**config.mk**
```make
export PLATFORM = sky130hd
export DESIGN_NAME = timer_pwm_enc
export DESIGN_NICKNAME = d
export VERILOG_FILES = /design/src/rtl/tmr_pkg.sv /design/src/rtl/timer_pwm_enc.sv
export SDC_FILE = /design/constraint.sdc
export NUM_CORES = 1
export LEC_CHECK = 0
export BUFFER_PORTS_ARGS = -buffer_cell sky130_fd_sc_hd__clkbuf_2
export CELL_PAD_IN_SITES_DETAIL_PLACEMENT = 0
export CELL_PAD_IN_SITES_GLOBAL_PLACEMENT = 1
export CORE_MARGIN = 10
export CORE_UTILIZATION = 50
export DETAILED_ROUTE_END_ITERATION = 8
export PLACE_DENSITY_LB_ADDON = 0.1
export SYNTH_ARGS = -nofsm -noshare
export SYNTH_HDL_FRONTEND = slang
export SYNTH_SLANG_ARGS = --single-unit
```
**constraint.sdc**
```tcl
create_clock -name clk -period 14.27 [get_ports clk]
set_input_delay 2.1405 -clock clk [delete_from_list [all_inputs] [get_ports clk]]
set_output_delay 2.1405 -clock clk [all_outputs]
set_load 0.02 [all_outputs]
```
**src/rtl/tmr_pkg.sv**
```systemverilog
// Constants for the PWM, one-pulse and encoder timer block
// Summary of operation
// - Up PWM1: reference high while counter below compare
// - Up PWM1: compare above reload high, zero low
// - Edge-aligned down PWM1: low above compare, else high
// - Direction bit low counts up, high down
// - Any nonzero alignment field selects center counting, except in encoder modes
// - Center flag on up, down or both matches
// - Hardware owns direction bit while center-aligned
// - Center counting starts in current direction
// - Counter write above reload keeps direction
// - Writing zero or reload updates direction, no update
// - Single-pulse bit stops counter at update event
// - Delay equals compare, pulse equals reload minus compare
// - Trigger mode with second input edge starts counter
// - Edge-aligned PWM2 counting up rises at match, falls at reload
// - Single-pulse trigger edge sets counter enable bit
// - Fast enable forces match level on trigger
// - Encoder codes select second, first or both inputs
// - Each valid selected transition clocks counter once
// - Direction recomputed on each single-input encoder transition, kept when both move
// - Encoder counter wraps between zero and reload
// - Quadrature direction follows opposite input level
// - Output codes 110 and 111 select PWM modes
// - Preloaded values move to active only on update
// - Reference active high, output inverted by polarity
package tmr_pkg;

  // ==========================================================
  // Register offsets
  localparam logic [7:0] OFS_CTRL_ONE  = 8'h00;
  localparam logic [7:0] OFS_SLAVE     = 8'h04;
  localparam logic [7:0] OFS_CHAN_CFG  = 8'h08;
  localparam logic [7:0] OFS_EVENT     = 8'h0c;
  localparam logic [7:0] OFS_COUNT     = 8'h10;
  localparam logic [7:0] OFS_RELOAD    = 8'h14;
  localparam logic [7:0] OFS_STATUS    = 8'h18;
  localparam logic [7:0] OFS_COMPARE0  = 8'h20;

  // ==========================================================
  // Field positions
  localparam int CTRL_CEN_BIT  = 0;
  localparam int CTRL_OPM_BIT  = 1;
  localparam int CTRL_DIR_BIT  = 2;
  localparam int CTRL_ALIGN_LO = 3;
  localparam int CTRL_ARPE_BIT = 5;
  localparam int SLAVE_TS_LO   = 4;
  localparam int CFG_IPOL_A    = 16;
  localparam int CFG_IPOL_B    = 17;
  localparam int CFG_CH_STRIDE = 6;
  localparam int CFG_PRE_BIT   = 3;
  localparam int CFG_FE_BIT    = 4;
  localparam int CFG_POL_BIT   = 5;
  localparam int STAT_UPD_BIT  = 8;

  // ==========================================================
  // Modes
  typedef enum logic [2:0] {
    OM_FROZEN  = 3'h0,
    OM_SET     = 3'h1,
    OM_CLEAR   = 3'h2,
    OM_TOGGLE  = 3'h3,
    OM_FLOW    = 3'h4,
    OM_FHIGH   = 3'h5,
    OM_PWM1    = 3'h6,
    OM_PWM2    = 3'h7
  } out_mode_e;

  localparam logic [2:0] SM_ENC_B    = 3'h1;
  localparam logic [2:0] SM_ENC_A    = 3'h2;
  localparam logic [2:0] SM_ENC_AB   = 3'h3;
  localparam logic [2:0] SM_TRIGGER  = 3'h6;
  localparam logic [2:0] TS_IN_A     = 3'h5;
  localparam logic [2:0] TS_IN_B     = 3'h6;
  localparam logic [1:0] ALIGN_EDGE  = 2'h0;
  localparam logic [1:0] ALIGN_DOWN  = 2'h1;
  localparam logic [1:0] ALIGN_UP    = 2'h2;

  // Reset values
  localparam logic [31:0] RST_ZERO   = 32'h0000_0000;

endpackage : tmr_pkg

```
**src/rtl/timer_pwm_enc.sv**
```systemverilog
// PWM, one-pulse and quadrature encoder timer with register port
`timescale 1ns/1ps
`default_nettype none

module timer_pwm_enc
  import tmr_pkg::*;
#(
  parameter int CNT_W = 16,
  parameter int NCH   = 2
) (
  // Clock and reset
  input  wire logic              clk,
  input  wire logic              rst,
  // Register port
  input  wire logic [7:0]        reg_addr,
  input  wire logic [31:0]       reg_wdata,
  input  wire logic              reg_wr,
  input  wire logic              reg_rd,
  output logic      [31:0]       reg_rdata,
  // Encoder or trigger inputs
  input  wire logic              encoder_in_a,
  input  wire logic              encoder_in_b,
  // Channel and counter outputs
  output logic      [NCH-1:0]    chan_ref_wave,
  output logic      [NCH-1:0]    chan_out_pin,
  output logic      [CNT_W-1:0]  counter_value,
  output logic                   counter_running
);

  // ==========================================================
  // Configuration registers
  logic             single_pulse_bit_r;
  logic [1:0]       align_select_field_r;
  logic             reload_preload_bit_r;
  logic [2:0]       slave_mode_field_r;
  logic [2:0]       trigger_select_field_r;
  logic             in_pol_a_r;
  logic             in_pol_b_r;
  logic [2:0]       chan_output_mode_r [NCH];
  logic [NCH-1:0]   chan_compare_preload_r;
  logic [NCH-1:0]   chan_fast_enable_r;
  logic [NCH-1:0]   chan_polarity_bit_r;
  logic [CNT_W-1:0] auto_reload_value_r;
  logic [CNT_W-1:0] reload_shadow_r;
  logic [CNT_W-1:0] chan_compare_value_r [NCH];
  logic [CNT_W-1:0] compare_shadow_r [NCH];

  // Counter state
  logic             counter_enable_bit_r;
  logic             counter_enable_bit_nxt;
  logic             count_direction_bit_r;
  logic             count_direction_bit_nxt;
  logic [CNT_W-1:0] cnt_r;
  logic [CNT_W-1:0] cnt_nxt;
  logic             update_event;
  logic             tick;

  // Status flags
  logic [NCH-1:0]   match_flag_r;
  logic [NCH-1:0]   match_set;
  logic             update_flag_r;

  // Input tracking
  logic             filtered_in_a;
  logic             filtered_in_b;
  logic             prev_a_r;
  logic             prev_b_r;
  logic             edge_a;
  logic             edge_b;
  logic             enc_up;
  logic             trigger_input;
  logic             trig_evt;

  logic             wr_ctrl;
  logic             wr_count;
  logic             force_update_bit;
  logic             center_mode;
  logic             enc_mode;
  logic [CNT_W-1:0] arr_act;
  logic [CNT_W-1:0] wr_cnt_val;

  assign wr_ctrl          = reg_wr && (reg_addr == OFS_CTRL_ONE);
  assign wr_count         = reg_wr && (reg_addr == OFS_COUNT);
  assign force_update_bit = reg_wr && (reg_addr == OFS_EVENT) && reg_wdata[0];
  assign wr_cnt_val       = reg_wdata[CNT_W-1:0];
  assign center_mode      = (align_select_field_r != ALIGN_EDGE);
  assign enc_mode         = (slave_mode_field_r == SM_ENC_A) ||
                            (slave_mode_field_r == SM_ENC_B) ||
                            (slave_mode_field_r == SM_ENC_AB);
  assign arr_act          = reload_preload_bit_r ? reload_shadow_r : auto_reload_value_r;

  // ==========================================================
  // Register writes
  always_ff @(posedge clk) begin
    if (rst) begin
      single_pulse_bit_r     <= 1'b0;
      align_select_field_r   <= ALIGN_EDGE;
      reload_preload_bit_r   <= 1'b0;
      slave_mode_field_r     <= 3'h0;
      trigger_select_field_r <= 3'h0;
      in_pol_a_r             <= 1'b0;
      in_pol_b_r             <= 1'b0;
      auto_reload_value_r    <= RST_ZERO[CNT_W-1:0];
    end else if (reg_wr) begin
      unique case (reg_addr)
        OFS_CTRL_ONE: begin
          single_pulse_bit_r   <= reg_wdata[CTRL_OPM_BIT];
          align_select_field_r <= reg_wdata[CTRL_ALIGN_LO +: 2];
          reload_preload_bit_r <= reg_wdata[CTRL_ARPE_BIT];
        end
        OFS_SLAVE: begin
          slave_mode_field_r     <= reg_wdata[2:0];
          trigger_select_field_r <= reg_wdata[SLAVE_TS_LO +: 3];
        end
        OFS_CHAN_CFG: begin
          in_pol_a_r <= reg_wdata[CFG_IPOL_A];
          in_pol_b_r <= reg_wdata[CFG_IPOL_B];
        end
        OFS_RELOAD: auto_reload_value_r <= reg_wdata[CNT_W-1:0];
        default: ;
      endcase
    end
  end

  // ==========================================================
  // Input edges and trigger
  assign filtered_in_a = encoder_in_a ^ in_pol_a_r;
  assign filtered_in_b = encoder_in_b ^ in_pol_b_r;
  assign edge_a        = filtered_in_a ^ prev_a_r;
  assign edge_b        = filtered_in_b ^ prev_b_r;

  always_ff @(posedge clk) begin
    if (rst) begin
      prev_a_r <= 1'b0;
      prev_b_r <= 1'b0;
    end else begin
      prev_a_r <= filtered_in_a;
      prev_b_r <= filtered_in_b;
    end
  end

  // Quadrature direction from the input that moved and the level of the other
  always_comb begin
    if (edge_a) begin
      enc_up = filtered_in_a ^ filtered_in_b;
    end else begin
      enc_up = ~(filtered_in_a ^ filtered_in_b);
    end
  end

  always_comb begin
    unique case (trigger_select_field_r)
      TS_IN_A: trigger_input = filtered_in_a & edge_a;
      TS_IN_B: trigger_input = filtered_in_b & edge_b;
      default: trigger_input = 1'b0;
    endcase
  end

  assign trig_evt = (slave_mode_field_r == SM_TRIGGER) && trigger_input;

  // ==========================================================
  // Counter, direction and enable
  always_comb begin
    cnt_nxt                 = cnt_r;
    count_direction_bit_nxt = count_direction_bit_r;
    counter_enable_bit_nxt  = counter_enable_bit_r;
    update_event            = 1'b0;
    tick                    = 1'b0;
    if (enc_mode) begin
      // Both inputs moving at once carries no direction information
      if (edge_a ^ edge_b) begin
        count_direction_bit_nxt = ~enc_up;
      end
      tick = counter_enable_bit_r &&
             ((edge_a && !edge_b && slave_mode_field_r[1]) ||
              (edge_b && !edge_a && slave_mode_field_r[0]));
    end else begin
      tick = counter_enable_bit_r;
    end
    if (tick) begin
      if (center_mode && !enc_mode) begin
        if (!count_direction_bit_r) begin
          if (cnt_r >= arr_act) begin
            cnt_nxt                 = (arr_act == '0) ? '0 : arr_act - 1'b1;
            count_direction_bit_nxt = 1'b1;
            update_event            = 1'b1;
          end else begin
            cnt_nxt = cnt_r + 1'b1;
          end
        end else if (cnt_r == '0) begin
          cnt_nxt                 = (arr_act == '0) ? '0 : CNT_W'(1);
          count_direction_bit_nxt = 1'b0;
          update_event            = 1'b1;
        end else begin
          cnt_nxt = cnt_r - 1'b1;
        end
      end else if (!count_direction_bit_nxt) begin
        if (cnt_r >= arr_act) begin
          cnt_nxt      = '0;
          update_event = 1'b1;
        end else begin
          cnt_nxt = cnt_r + 1'b1;
        end
      end else if (cnt_r == '0 || cnt_r > arr_act) begin
        cnt_nxt      = arr_act;
        update_event = 1'b1;
      end else begin
        cnt_nxt = cnt_r - 1'b1;
      end
    end
    if (force_update_bit) begin
      cnt_nxt      = (count_direction_bit_nxt && !center_mode) ? arr_act : '0;
      update_event = 1'b1;
    end
    if (wr_ctrl) begin
      counter_enable_bit_nxt = reg_wdata[CTRL_CEN_BIT];
      // Software may only steer direction in plain edge-aligned counting
      if (!center_mode && !enc_mode) begin
        count_direction_bit_nxt = reg_wdata[CTRL_DIR_BIT];
      end
    end
    if (wr_count) begin
      cnt_nxt = wr_cnt_val;
      if (center_mode) begin
        if (wr_cnt_val == '0) begin
          count_direction_bit_nxt = 1'b0;
        end else if (wr_cnt_val == arr_act) begin
          count_direction_bit_nxt = 1'b1;
        end
        // Values above reload leave the direction alone
      end
    end
    if (update_event && single_pulse_bit_r) begin
      counter_enable_bit_nxt = 1'b0;
    end
    if (trig_evt) begin
      counter_enable_bit_nxt = 1'b1;
    end
  end

  always_ff @(posedge clk) begin
    if (rst) begin
      cnt_r                 <= '0;
      count_direction_bit_r <= 1'b0;
      counter_enable_bit_r  <= 1'b0;
    end else begin
      cnt_r                 <= cnt_nxt;
      count_direction_bit_r <= count_direction_bit_nxt;
      counter_enable_bit_r  <= counter_enable_bit_nxt;
    end
  end

  always_ff @(posedge clk) begin
    if (rst) begin
      reload_shadow_r <= '0;
    end else if (update_event) begin
      reload_shadow_r <= auto_reload_value_r;
    end
  end

  // ==========================================================
  // Channels
  for (genvar c = 0; c < NCH; c++) begin : g_chan
    logic [CNT_W-1:0] ccr_act;
    logic             hit;
    logic             cmp_lvl;
    logic             ref_nxt;
    logic             fast_hold_r;
    logic             match_lvl;
    logic             is_pwm;
    logic             flag_dir_ok;

    assign ccr_act   = chan_compare_preload_r[c] ? compare_shadow_r[c]
                                                 : chan_compare_value_r[c];
    assign hit       = tick && (cnt_nxt == ccr_act);
    assign is_pwm    = chan_output_mode_r[c][2] && chan_output_mode_r[c][1];
    // PWM1 leaves active at a match when counting up, PWM2 enters it
    assign match_lvl = chan_output_mode_r[c][0] ^ count_direction_bit_nxt;
    assign flag_dir_ok = !center_mode ||
                         (align_select_field_r == ALIGN_DOWN &&  count_direction_bit_nxt) ||
                         (align_select_field_r == ALIGN_UP   && !count_direction_bit_nxt) ||
                         (align_select_field_r == 2'h3);
    assign match_set[c] = hit && flag_dir_ok;

    always_comb begin
      if (count_direction_bit_nxt && !center_mode) begin
        cmp_lvl = (cnt_nxt <= ccr_act);
      end else begin
        cmp_lvl = (cnt_nxt < ccr_act);
      end
    end

    always_comb begin
      ref_nxt = chan_ref_wave[c];
      unique case (out_mode_e'(chan_output_mode_r[c]))
        OM_FROZEN: ref_nxt = chan_ref_wave[c];
        OM_SET:    ref_nxt = hit ? 1'b1 : chan_ref_wave[c];
        OM_CLEAR:  ref_nxt = hit ? 1'b0 : chan_ref_wave[c];
        OM_TOGGLE: ref_nxt = hit ? ~chan_ref_wave[c] : chan_ref_wave[c];
        OM_FLOW:   ref_nxt = 1'b0;
        OM_FHIGH:  ref_nxt = 1'b1;
        OM_PWM1:   ref_nxt = cmp_lvl;
        // Edge-aligned up-counting PWM2 drops as the count reaches reload: pulse is reload minus compare
        OM_PWM2:   ref_nxt = ~cmp_lvl && !(!count_direction_bit_nxt && !center_mode &&
                                           cnt_nxt == arr_act);
      endcase
      // Fast path bypasses the several cycles the compare needs after a trigger
      if (is_pwm && chan_fast_enable_r[c] && (trig_evt || fast_hold_r)) begin
        ref_nxt = match_lvl;
      end
    end

    // The forced level holds until the compare catches up
    always_ff @(posedge clk) begin
      if (rst) begin
        fast_hold_r <= 1'b0;
      end else if (hit || update_event) begin
        fast_hold_r <= 1'b0;
      end else if (trig_evt && is_pwm && chan_fast_enable_r[c]) begin
        fast_hold_r <= 1'b1;
      end
    end

    always_ff @(posedge clk) begin
      if (rst) begin
        chan_ref_wave[c] <= 1'b0;
        chan_out_pin[c]  <= 1'b0;
      end else begin
        chan_ref_wave[c] <= ref_nxt;
        chan_out_pin[c]  <= ref_nxt ^ chan_polarity_bit_r[c];
      end
    end

    always_ff @(posedge clk) begin
      if (rst) begin
        chan_output_mode_r[c]     <= OM_FROZEN;
        chan_compare_preload_r[c] <= 1'b0;
        chan_fast_enable_r[c]     <= 1'b0;
        chan_polarity_bit_r[c]    <= 1'b0;
      end else if (reg_wr && reg_addr == OFS_CHAN_CFG) begin
        chan_output_mode_r[c]     <= reg_wdata[c*CFG_CH_STRIDE +: 3];
        chan_compare_preload_r[c] <= reg_wdata[c*CFG_CH_STRIDE + CFG_PRE_BIT];
        chan_fast_enable_r[c]     <= reg_wdata[c*CFG_CH_STRIDE + CFG_FE_BIT];
        chan_polarity_bit_r[c]    <= reg_wdata[c*CFG_CH_STRIDE + CFG_POL_BIT];
      end
    end

    always_ff @(posedge clk) begin
      if (rst) begin
        chan_compare_value_r[c] <= '0;
        compare_shadow_r[c]     <= '0;
      end else begin
        if (reg_wr && reg_addr == OFS_COMPARE0 + 8'(4 * c)) begin
          chan_compare_value_r[c] <= reg_wdata[CNT_W-1:0];
        end
        if (update_event) begin
          compare_shadow_r[c] <= chan_compare_value_r[c];
        end
      end
    end
  end

  // ==========================================================
  // Sticky status, write one to clear; a new event wins over the clear
  always_ff @(posedge clk) begin
    if (rst) begin
      match_flag_r  <= '0;
      update_flag_r <= 1'b0;
    end else begin
      if (reg_wr && reg_addr == OFS_STATUS) begin
        match_flag_r  <= (match_flag_r & ~reg_wdata[NCH-1:0]) | match_set;
        update_flag_r <= (update_flag_r & ~reg_wdata[STAT_UPD_BIT]) | update_event;
      end else begin
        match_flag_r  <= match_flag_r | match_set;
        update_flag_r <= update_flag_r | update_event;
      end
    end
  end

  // ==========================================================
  // Read port and status outputs
  logic [31:0] rd_mux;
  logic [31:0] cfg_word;

  always_comb begin
    cfg_word             = '0;
    cfg_word[CFG_IPOL_A] = in_pol_a_r;
    cfg_word[CFG_IPOL_B] = in_pol_b_r;
    for (int i = 0; i < NCH; i++) begin
      cfg_word[i*CFG_CH_STRIDE +: 3]           = chan_output_mode_r[i];
      cfg_word[i*CFG_CH_STRIDE + CFG_PRE_BIT]  = chan_compare_preload_r[i];
      cfg_word[i*CFG_CH_STRIDE + CFG_FE_BIT]   = chan_fast_enable_r[i];
      cfg_word[i*CFG_CH_STRIDE + CFG_POL_BIT]  = chan_polarity_bit_r[i];
    end
  end

  always_comb begin
    rd_mux = '0;
    unique case (reg_addr)
      OFS_CTRL_ONE: begin
        rd_mux[CTRL_CEN_BIT]       = counter_enable_bit_r;
        rd_mux[CTRL_OPM_BIT]       = single_pulse_bit_r;
        rd_mux[CTRL_DIR_BIT]       = count_direction_bit_r;
        rd_mux[CTRL_ALIGN_LO +: 2] = align_select_field_r;
        rd_mux[CTRL_ARPE_BIT]      = reload_preload_bit_r;
      end
      OFS_SLAVE: begin
        rd_mux[2:0]               = slave_mode_field_r;
        rd_mux[SLAVE_TS_LO +: 3]  = trigger_select_field_r;
      end
      OFS_CHAN_CFG: rd_mux = cfg_word;
      OFS_COUNT:    rd_mux[CNT_W-1:0] = cnt_r;
      OFS_RELOAD:   rd_mux[CNT_W-1:0] = auto_reload_value_r;
      OFS_STATUS: begin
        rd_mux[NCH-1:0]      = match_flag_r;
        rd_mux[STAT_UPD_BIT] = update_flag_r;
      end
      default: begin
        for (int i = 0; i < NCH; i++) begin
          if (reg_addr == OFS_COMPARE0 + 8'(4 * i)) begin
            rd_mux[CNT_W-1:0] = chan_compare_value_r[i];
          end
        end
      end
    endcase
  end

  always_ff @(posedge clk) begin
    if (rst) begin
      reg_rdata       <= '0;
      counter_value   <= '0;
      counter_running <= 1'b0;
    end else begin
      reg_rdata       <= reg_rd ? rd_mux : '0;
      counter_value   <= cnt_nxt;
      counter_running <= counter_enable_bit_nxt;
    end
  end

endmodule : timer_pwm_enc

`default_nettype wire

```
==> metrics.md, run 1 <==
| Metric | Value |
|---|---|
| Status | `complete, no violations` |
| Async SR Flop Fraction | `0%` |
| Max-cap violation count | `0` |
| Mux cell area share after synthesis | `about 6.4%` |
| Final Skew | `approximately 12 ps` |
| GRT overflow | `0` |
| CTS clk-pin slew, worst paths | `roughly 70 ps` |
| Port buffer count | `70` |
| Synth cell types | `95` |
| Least-Margin Pin Slew | `1170 ps` |
| Fmax | `123.4 MHz` |
| CTS root buf | `clkbuf_16` |
| # IOs | `between 90 and 100` |
| Number of synthesized register bits | `between 150 and 200` |
| FP Rows | `56` |
| Complex-gate fraction of the synthesized area | `between 20% and 30%` |
| Max clock buf depth | `2` |
| Final Max Slew Viols | `0` |
| Setup violations, final | `0` |
| Hold-fix buffers, CTS | `0` |
| GPL Wtd Cong | `between 0.9 and 1` |
| Worst min-delay path category | `flip-flop to flip-flop` |
| Worst setup SP type | `flip-flop` |
| Vias in the first global route | `roughly 11k` |
| Syn avg cell area | `8.624 um2` |
| Synthesis-to-layout area growth | `10.09%` |
| Final hold violations | `0` |
| Clk Latency, worst-skew pair | `approximately 430 ps` |
| Power Dens Cells | `between 80 and 90 mW/mm2` |
| Die area | `around 0.031 mm2` |
| Setup TNS | `0 ps` |
| Post-detail-place hpwl | `~34 mm` |
| RSZ-0062 raised after global routing | `no` |
| Yosys top cell by area | `edfxtp_1` |
| Yosys top cell area share | `about 18%` |
| Final period utilization | `between 50% and 60%` |
| Post-DR wirelength/cell | `approximately 27 um` |
| Synth Area in Adders | `6.167%` |
| Nets | `~1.5k` |
| EDFF count, synth | `70` |
| X dimension of the die | `approximately 170 um` |
| Dominant cells by area after synthesis | `edfxtp_1 18%, dfxtp_1 16%, ha_1 6.2%, mux2i_1 4.6%, and2_1 4.5%` |
| Initial core utilization | `50.85%` |
| Post-CTS Resized | `0` |
| Cells after Synth | `between 1k and 1.5k` |
| Via count | `11.79k` |
| Critical path arrival | `8480 ps` |
| Critical path required time | `roughly 15000 ps` |
| Largest net degree at the start of global routing | `59` |
| Htree depth | `4` |
| Slew headroom | `between 20% and 30%` |
| Worst Setup End Kind | `flip-flop` |
| Power, Total | `1092 uW` |
| Total clock sinks | `approximately 170` |
| WS Path Type | `flip-flop to flip-flop` |
| Largest stage delay, worst path | `about 770 ps` |
| Postcts setup bufs | `0` |
| CTS buffer count | `17` |
| Max VDD drop | `between 0.08 and 0.09 mV` |
| Synthesized cell area | `~0.012 mm2` |
| Global-route wire length before repair | `70.25 mm` |
| CTS tree | `yes` |
| Period minus WS final | `roughly 8000 ps` |
| Initial antenna violation count | `0` |
| Routed Antenna Nets | `0` |
| Leakage | `between 0.005 and 0.006 uW` |
| DR pass1 iterations | `6` |
| Crit Path Max Fanout | `16` |
| Simple logic cell fraction of the synthesized area | `a little under a quarter` |
| Via-to-Cell Ratio | `6.739` |
| Yosys warns | `0` |
| Total track usage | `29.71%` |
| Synth Area in XOR/XNOR | `about 4.4%` |
| ANT cells | `0` |
| Sequential-to-total area share from yosys stat | `about a third` |
| Largest family of logic cells by synthesized area | `simple AND/OR/NAND/NOR gates` |
| Hold slack | `around 460 ps` |
| Die height | `approximately 170 um` |
| Critical Path Slowest Stage Cell | `nor3_1` |
| DRC | `0` |
| Ratio of cells with drive above 1 in the final layout | `about 13%` |
| Core Area | `around 0.024 mm2` |
| Post-synth top flop | `dfxtp_1` |
| Total wire length | `around 47 mm` |
| DR iter-0 viols | `1655` |
cells in the final DEF (no fill, tap or decap), drive strengths merged, types with 44 or more instances in the layout:
cell type	n
a21oi	87
and2	87
clkbuf	90
dfxtp	97
edfxtp	70
ha	59
inv	44
mux2i	58
nand2	121
nor2	109
nor3	55
o21ai	64
path summary, 6_finish.rpt:
kind / end / slack (ps) / start / cells past startpoint
max: chan_out_pin[0] / 6170 / reload_preload_bit_r / 27
min: update_flag_r / 460 / update_flag_r / 2
max reg2reg: chan_out_pin[0] / 6170 / reload_preload_bit_r / 27
min reg2reg: update_flag_r / 460 / update_flag_r / 2
layer usage:
layer	GRT usage [%]	wire length [um]	share of wire [%]	vias up
met4	10.21	1539	3.3	0
li1	-	-	-	5224
met2	45.70	20440	44	723
met1	40.19	19660	42	5724
met3	6.661	4965	11	122
met5	0	0	0	-
power by group:
| group | switching, uW | leakage (uW) | internal [uW] | total [uW] |
|---|---|---|---|---|
| clock | 210 | 0.000304 | 285 | 495 |
| combinational | 59.1 | 0.00336 | 23.9 | 82.9 |
| sequential | 7.81 | 0.00147 | 507 | 514 |
| total | 277 | 0.00513 | 815 | 1090 |
cell usage after synthesis, drive strengths merged (22+ instances only):
cell type,n
nor3,55
nor2,109
o21ai,64
a21oi,87
inv,37
dfxtp,97
buf,26
xor2,22
a22oi,25
mux2i,58
nand2,121
edfxtp,70
nor4,27
nand3,36
a31oi,23
clkbuf,74
and2,87
ha,59
nand4,24
xnor2,36
critical path: cells and delay by family, from the launching register on:
kind	cells	cell delay, ps
buffers and inverters	2	500
adders and majority gates	3	910
AOI/OAI and AO/OA	9	1830
and+or+nand+nor	11	3290
DFF	1	650
muxes	2	840
metrics by stage:
stage	std cells	cell area, um2	setup slack (ps)	utilization (%)
2_1_floorplan	1401	12020	7166	-
3_3_place_gp	1718	12570	6239	53.37
3_5_place_dp	1718	12570	6139	53.37
4_1_cts	1750	13180	6379	55.97
5_1_grt	1750	13180	5746	55.97
6_report	1750	13180	6166	55.97
kinds of logic after synthesis:
kind of cell,count (synthesis)
and+or+nand+nor,536
AOI/OAI and AO/OA,355
DFF,167
buffers and inverters,138
muxes,73
adders and majority gates,59
xor gates and xnor gates,59
other,1
flip-flops by register name (all words and copies together) (netlist names), 2 cells and up:
name	count
chan_compare_value_r	32
compare_shadow_r	32
reg_rdata	18
auto_reload_value_r	16
counter_value	16
reload_shadow_r	16
cfg_word	6
chan_output_mode_r	6
slave_mode_field_r	3
trigger_select_field_r	3
align_select_field_r	2
chan_out_pin	2
chan_ref_wave	2
g_chan.fast_hold_r	2
match_flag_r	2
cell type report:
type	count	area (um2)
Clock inverter	12	165.2
Inverter	38	142.6
Tap cell	319	399.1
Multi-Input combinational cell	1096	7420
Fill cell	2267	10360
Sequential cell	167	4044
Timing Repair Buffer	98	560.5
Clock buffer	20	446.7
No activity file was read; power rests on OpenSTA's default activity.
==> inputs of run 2 (changes only) <==
Settings changed: ABC_AREA from default to 1, CORE_UTILIZATION 50 to 44.
Clock period 14.27 ns to 8.36 ns, I/O delays scaled along.
==> run 2 against run 1 <==
Net effect:
- synthesized cell count is 27% higher
- critical path depth is 8 higher
- flip-flop and latch count stayed put
- power rose by 75%
- highest routed layer unchanged
==> metrics.md, run 2 <==
| Metric | Value |
|---|---|
| Status | `complete, no violations` |
| DRC | `0 (unchanged)` |
| Most used cell, CP | `nand2_1` |
| Worst min-delay path category | `flip-flop to flip-flop` |
| RSZ-0062 raised after global routing | `no` |
| Core Area | `0.02703 mm2 (+15%)` |
| Critical path arrival | `7360 ps (-1120 ps)` |
| Hold slack | `481.9 ps (+19.51 ps)` |
| Final hold violations | `0 (unchanged)` |
| Setup violations, final | `0 (unchanged)` |
| Cells after Synth | `1768 (+27%)` |
| WS Path Type | `flip-flop to flip-flop` |
| Largest stage delay, worst path | `850 ps (+80 ps)` |
| Final period utilization | `83.78% (+27 points)` |
| Post-detail-place hpwl | `36.36 mm (+5.9%)` |
| GRT overflow | `0 (unchanged)` |
| Max VDD drop | `0.1457 mV (+78%)` |
| Max-cap violation count | `0 (unchanged)` |
| Total wire length | `48.06 mm (+3.1%)` |
| Post-CTS Resized | `0 (unchanged)` |
| Initial antenna violation count | `0 (unchanged)` |
| Largest net degree at the start of global routing | `50 (-15%)` |
| Hold-fix buffers, CTS | `0 (unchanged)` |
| EDFF count, synth | `70 (unchanged)` |
| Power Dens Cells | `144.0 mW/mm2 (+74%)` |
| Port buffer count | `70 (unchanged)` |
| CTS clk-pin slew, worst paths | `80 ps (about the same)` |
| Die area | `0.03464 mm2 (+13%)` |
| Async SR Flop Fraction | `0% (unchanged)` |
| Yosys top cell area share | `17.31% (-0.25 points)` |
| Via count | `12.28k (+4.2%)` |
| # IOs | `99 (unchanged)` |
| Dominant cells by area after synthesis | `edfxtp_1 17%, dfxtp_1 16%, nand2_1 13%, inv_1 7.1%, ha_1 6.1%` |
| ANT cells | `0 (unchanged)` |
| Htree depth | `4 (unchanged)` |
| Leading cell types in the layout, fill and taps excluded | `414 x nand2_1, 230 x inv_1, 182 x nor2_1` |
| Postcts setup bufs | `0 (unchanged)` |
| Sequential-to-total area share from yosys stat | `33.31% (-0.48 points)` |
| Synthesis-to-layout area growth | `9.512%` |
| Setup TNS | `0 ps (unchanged)` |
| Vias in the first global route | `11.46k (+2.6%)` |
| Post-DR wirelength/cell | `22.18 um (-17%)` |
| Cell with the most instances after synthesis | `nand2_1` |
| Nets | `1918 (+26%)` |
| X dimension of the die | `186.1 um (+6.5%)` |
| Yosys warns | `0 (unchanged)` |
| DR pass1 iterations | `5 (-1)` |
| GPL Wtd Cong | `0.9739 (-0.79%)` |
| Dpl cell area | `0.01268 mm2 (+0.93%)` |
| Worst setup SP type | `flip-flop` |
| Least-Margin Pin Slew | `1012 ps (-157.8 ps)` |
| CTS buffer count | `17 (unchanged)` |
| Clk Latency, worst-skew pair | `450 ps (+20 ps)` |
| CTS tree | `yes` |
| Post-synth top flop | `dfxtp_1` |
| CTS root buf | `clkbuf_16` |
| Total track usage | `28.01% (-1.7 points)` |
| Yosys top cell by area | `edfxtp_1` |
| Ratio of cells with drive above 1 in the final layout | `11.56% (-1.4 points)` |
| Syn avg cell area | `6.867 um2 (-20%)` |
| Layout fillers | `2824 (+25%)` |
| Crit Path Max Fanout | `29 (+13)` |
| DR iter-0 viols | `1322 (-20%)` |
| Fmax | `142.8 MHz (+16%)` |
| Synthesized cell area | `0.01214 mm2 (+1.4%)` |
| Most common cell after layout, fill and taps aside | `nand2_1` |
| Post-route cell area | `0.01330 mm2 (+0.90%)` |
| Period minus WS final | `7004 ps (-1100 ps)` |
| Synth cell types | `51 (-46%)` |
| Via-to-Cell Ratio | `5.668 (-16%)` |
| Global-route wire length before repair | `72.00 mm (+2.5%)` |
| Die height | `186.1 um (+6.5%)` |
| Total clock sinks | `167 (unchanged)` |
| Max clock buf depth | `2 (unchanged)` |
| Routed Antenna Nets | `0 (unchanged)` |
| Final Max Slew Viols | `0 (unchanged)` |
| Synth top cells by count | `414 x nand2_1, 230 x inv_1, 182 x nor2_1` |
| Critical Path Slowest Stage Cell | `dfxtp_2` |
| Leakage | `0.006212 uW (+21%)` |
| Final Skew | `14.57 ps (+2.268 ps)` |
| FP Rows | `60 (+7.1%)` |
| Worst Setup End Kind | `flip-flop` |
| Initial core utilization | `44.93% (-5.9 points)` |
| Number of synthesized register bits | `167 (unchanged)` |
| Top flop regs | `chan_compare_value_r (32), compare_shadow_r (32), reg_rdata (18)` |
| Critical path required time | `8710 ps (-5940 ps)` |
| Slew headroom | `32.45% (+10 points)` |
## run 2: cell types whose count changed after synthesis, sizes merged, moves of 34 or more
cell	previous run	this run
and2	87	1
clkbuf	74	38
inv	37	244
mux2i	58	0
nand2	121	452
nand3	36	128
nor2	109	200
nor3	55	19
o21ai	64	146
o22ai	4	51
xnor2	36	2
## run 2: final timing paths
path,slack (ps),startpoint,to,depth (start not counted)
setup / recovery,1360,reload_preload_bit_r,chan_out_pin[1],35
hold / removal,480,reload_shadow_r[0],reload_shadow_r[0],2
setup reg to reg,1360,reload_preload_bit_r,chan_out_pin[1],35
hold reg to reg,480,reload_shadow_r[0],reload_shadow_r[0],2
## run 2: area by class of cell
class | instances | area [um2] | area share, %
Multi-Input combinational cell | 1287 | 6759 | 50.83
Sequential cell | 167 | 4045 | 30.42
Inverter | 248 | 935.9 | 7.039
Timing Repair Buffer | 92 | 515.5 | 3.877
Tap cell | 341 | 426.7 | 3.209
Clock buffer | 17 | 425.4 | 3.199
Clock inverter | 15 | 188.9 | 1.421
## run 2: worst max-delay path, delay by kind of cell, from the launching register on
family	cells	cell delay, ps
buf+inv	5	760
simple gates	24	3740
fa+ha+maj	3	950
flops	1	850
compound gates	3	580
## run 2: logic make-up (layout without fill, tap and decap cells)
| logic type | count (synthesis) | count (layout) | share of synthesized area [%] |
|---|---|---|---|
| other | 1 | 14 | 0.03089 |
| adder cells (fa/ha/maj) | 59 | 59 | 6.080 |
| AND/OR/NAND/NOR | 846 | 846 | 30.94 |
| AO/OA/AOI/OAI | 340 | 340 | 16.16 |
| flip-flops | 167 | 167 | 33.31 |
| XOR/XNOR | 28 | 28 | 2.020 |
| buffers and inverters | 327 | 372 | 11.47 |
## run 2: routing by layer
| metal | global-route usage, % | up-vias | part of all wire [%] |
|---|---|---|---|
| li1 | - | 5914 | - |
| met1 | 37.63 | 5735 | 44 |
| met2 | 43.96 | 543 | 44 |
| met3 | 4.250 | 91 | 7.2 |
| met4 | 11.58 | 0 | 3.8 |
| met5 | 0 | - | 0 |
## run 2: stage by stage
| step | instances | util [%] | setup slack (ps) | power (uW) |
|---|---|---|---|---|
| 2_1_floorplan | 1781 | - | 3107 | 1013 |
| 3_3_place_gp | 2135 | 46.93 | 1378 | 1077 |
| 3_5_place_dp | 2135 | 46.93 | 1294 | 1078 |
| 5_1_grt | 2167 | 49.20 | 931.4 | 1978 |
| 4_1_cts | 2167 | 49.20 | 1590 | 1921 |
| 6_report | 2167 | 49.20 | 1356 | 1914 |
## run 2: where the power goes
part | leakage (uW) | switching [uW] | internal (uW)
Sequential | 0.00147 | 10.1 | 865
Combinational | 0.00444 | 138 | 50.1
Clock | 0.000296 | 374 | 477
==> inputs of run 3 (changes only) <==
Settings changed: CORE_UTILIZATION 44 to 40.
Clock period 8.36 ns to 5.9 ns, I/O delays scaled along.
==> run 3 against run 2 <==
Net effect:
- sequential share of layout area decreased by 1.0 points
- die area increased by 8.9%
- sequential power is 42% higher
- final cell count grew 4.8%
- critical endpoint unchanged
- largest power group unchanged
- highest routed layer unchanged
==> metrics.md, run 3 (synthesis gave the netlist of run 2 again) <==
| Metric | Value |
|---|---|
| Top flop regs | `chan_compare_value_r (32), compare_shadow_r (32), reg_rdata (18)` |
| Status | `complete, no violations` |
| Crit Path Max Fanout | `12 (-59%)` |
| Final Max Slew Viols | `0 (unchanged)` |
| Worst Setup End Kind | `flip-flop` |
| Slew headroom | `20.77% (-12 points)` |
| Final period utilization | `94.79% (+11 points)` |
| Via-to-Cell Ratio | `5.443 (-4.0%)` |
| # IOs | `99 (unchanged)` |
| Multi-input logic area | `0.006761 mm2 (about the same)` |
| Leading cell types in the layout, fill and taps excluded | `413 x nand2_1, 230 x inv_1, 182 x nor2_1` |
| Max clock buf depth | `2 (unchanged)` |
| WS Path Type | `flip-flop to flip-flop` |
| Largest stage delay, worst path | `410 ps (-440 ps)` |
| Layout Utilization | `46.19% (-3.0 points)` |
| Fmax | `178.8 MHz (+25%)` |
| Setup TNS | `0 ps (unchanged)` |
| Flop pwr share | `47.0% (+1.3 points)` |
| Initial core utilization | `40.75% (-4.2 points)` |
| Clk Latency, worst-skew pair | `450 ps (about the same)` |
| Via count | `12.36k (+0.59%)` |
| Htree depth | `4 (unchanged)` |
| Critical path arrival | `5960 ps (-1400 ps)` |
| CTS tree | `yes` |
| Synthesis-to-layout area growth | `13.34%` |
| Cells on Worst Hold Path | `2 (unchanged)` |
| Power Dens Cells | `191.4 mW/mm2 (+33%)` |
| X dimension of the die | `194.2 um (+4.4%)` |
| DR iter-0 viols | `1051 (-20%)` |
| CTS root buf | `clkbuf_16` |
| Hold Startpoint | `reload_shadow_r[0]` |
| Final hold violations | `0 (unchanged)` |
| Total clock sinks | `167 (unchanged)` |
| NetSw | `760.6 uW (+46%)` |
| Hold slack | `480.2 ps (-1.701 ps)` |
| Reg2Reg Launch Point | `reload_preload_bit_r` |
| Global-route wire length before repair | `72.36 mm (+0.50%)` |
| Worst min-delay path category | `flip-flop to flip-flop` |
| Critical path required time | `6260 ps (-2450 ps)` |
| Total wire length | `48.56 mm (+1.0%)` |
| Sequential cell area | `0.004048 mm2 (about the same)` |
| Die height | `194.2 um (+4.4%)` |
| DRC | `0 (unchanged)` |
| Port buffer count | `70 (unchanged)` |
| Switching Share | `28.87% (+1.6 points)` |
| Largest net degree at the start of global routing | `35 (-30%)` |
| Setup slack, reg-to-reg | `310 ps (-1050 ps)` |
| Worst setup SP type | `flip-flop` |
| Least-Margin Pin Slew | `1180 ps (+168.3 ps)` |
| CTS buffer count | `17 (unchanged)` |
| Max-cap violation count | `0 (unchanged)` |
| Hold-fix buffers, CTS | `0 (unchanged)` |
| Post-detail-place hpwl | `38.11 mm (+4.8%)` |
| Routed Antenna Nets | `0 (unchanged)` |
| Initial antenna violation count | `0 (unchanged)` |
| Clock network power share | `42.6% (-1.9 points)` |
| Nets | `1972 (+2.8%)` |
| Leakage | `0.006465 uW (+4.1%)` |
| Pint | `1874 uW (+35%)` |
| Max VDD drop | `0.1622 mV (+11%)` |
| R2r worst-path depth | `34 (-2.9%)` |
| Ratio of cells with drive above 1 in the final layout | `14.15% (+2.6 points)` |
| CTS clk-pin slew, worst paths | `80 ps (about the same)` |
| Core Area | `0.02980 mm2 (+10%)` |
| Critical Path Slowest Stage Cell | `dfxtp_4` |
| Post-DR wirelength/cell | `21.39 um (-3.5%)` |
| Final Skew | `11.05 ps (-3.513 ps)` |
| ANT cells | `0 (unchanged)` |
| Most common cell after layout, fill and taps aside | `nand2_1` |
| Vias in the first global route | `11.60k (+1.2%)` |
| Layout fillers | `3224 (+14%)` |
| Hold Crit Endpoint | `reload_shadow_r[0]` |
| RSZ-0062 raised after global routing | `no` |
| DR pass1 iterations | `5 (unchanged)` |
| Die area | `0.03772 mm2 (+8.9%)` |
| FP Rows | `63 (+5.0%)` |
| Gate power share | `10.5% (+0.7 points)` |
| GRT overflow | `0 (unchanged)` |
| Reg2reg end | `chan_out_pin[1]` |
| Setup violations, final | `0 (unchanged)` |
| Most used cell, CP | `nand2_1` |
| GPL Wtd Cong | `0.9660 (-0.81%)` |
| Period minus WS final | `5593 ps (-1411 ps)` |
| Total track usage | `24.94% (-3.1 points)` |
==> run 3: changes by cell type in the layout (fill, tap and decap cells not counted), sizes merged <==
cell,delta
inv,+2
clkbuf,+1
buf,+54
clkinvlp,-1
clkinv,+1
bufinv,-3
==> run 3: power groups by stage <==
stage	clock, uW	sequential [uW]	combinational (uW)
6_report	1120	1240	275
5_1_grt	1180	1240	303
4_1_cts	1140	1240	273
3_5_place_dp	0	1260	271
3_3_place_gp	0	1260	270
2_1_floorplan	0	1260	171
==> run 3: cell type report <==
| type | count | share of cell area [%] |
|---|---|---|
| clock buffer | 18 | 3.118 |
| clock inverter | 14 | 1.155 |
| inverter | 248 | 6.801 |
| multi-input combinational | 1287 | 49.13 |
| sequential | 167 | 29.41 |
| tap | 390 | 3.546 |
| timing repair buffer | 146 | 6.837 |
==> run 3: through the flow <==
stage                     worst slack [ps]  cell area [um2]  instances  power, uW
after global routing                 22.16            13760       2270       2727
after floorplan                       1016            12190       1781       1435
after detailed placement             10.73            13150       2236       1536
final                                307.4            13760       2270       2634
after global placement               60.45            13150       2236       1533
after CTS                            256.7            13740       2268       2649
==> run 3: worst max-delay path: cells and delay by family (launching register included) <==
kind                     cells  cell delay [ps]
AO/OA/AOI/OAI                4              810
buffers and inverters        7              990
AND/OR/NAND/NOR             20             2350
flip-flops                   1              410
adder cells (fa/ha/maj)      3              910
==> run 3: how the worst max path moves through the flow <==
stage	depth (start not counted)	end	startpoint	slack [ps]
floorplan	36	chan_out_pin[1]	encoder_in_a	1020
global placement	34	chan_out_pin[1]	encoder_in_b	60
detailed placement	37	chan_out_pin[1]	encoder_in_b	10
CTS	35	chan_out_pin[1]	reload_preload_bit_r	260
global route	42	chan_out_pin[1]	encoder_in_a	20
finish	34	chan_out_pin[1]	reload_preload_bit_r	310
==> run 3: metal layers <==
metal / global-route usage (%) / up-vias / wire, um
li1: - / 6037 / -
met1: 32.54 / 5800 / 21660
met2: 40.06 / 429 / 21940
met3: 4.357 / 90 / 3180
met5: 0 / - / 0
met4: 9.682 / 0 / 1779
==> run 3: timing repair <==
item                       4_1_cts  5_1_grt
resized for setup                0        3
setup buffers                    0        2
setup endpoints to repair        0        4
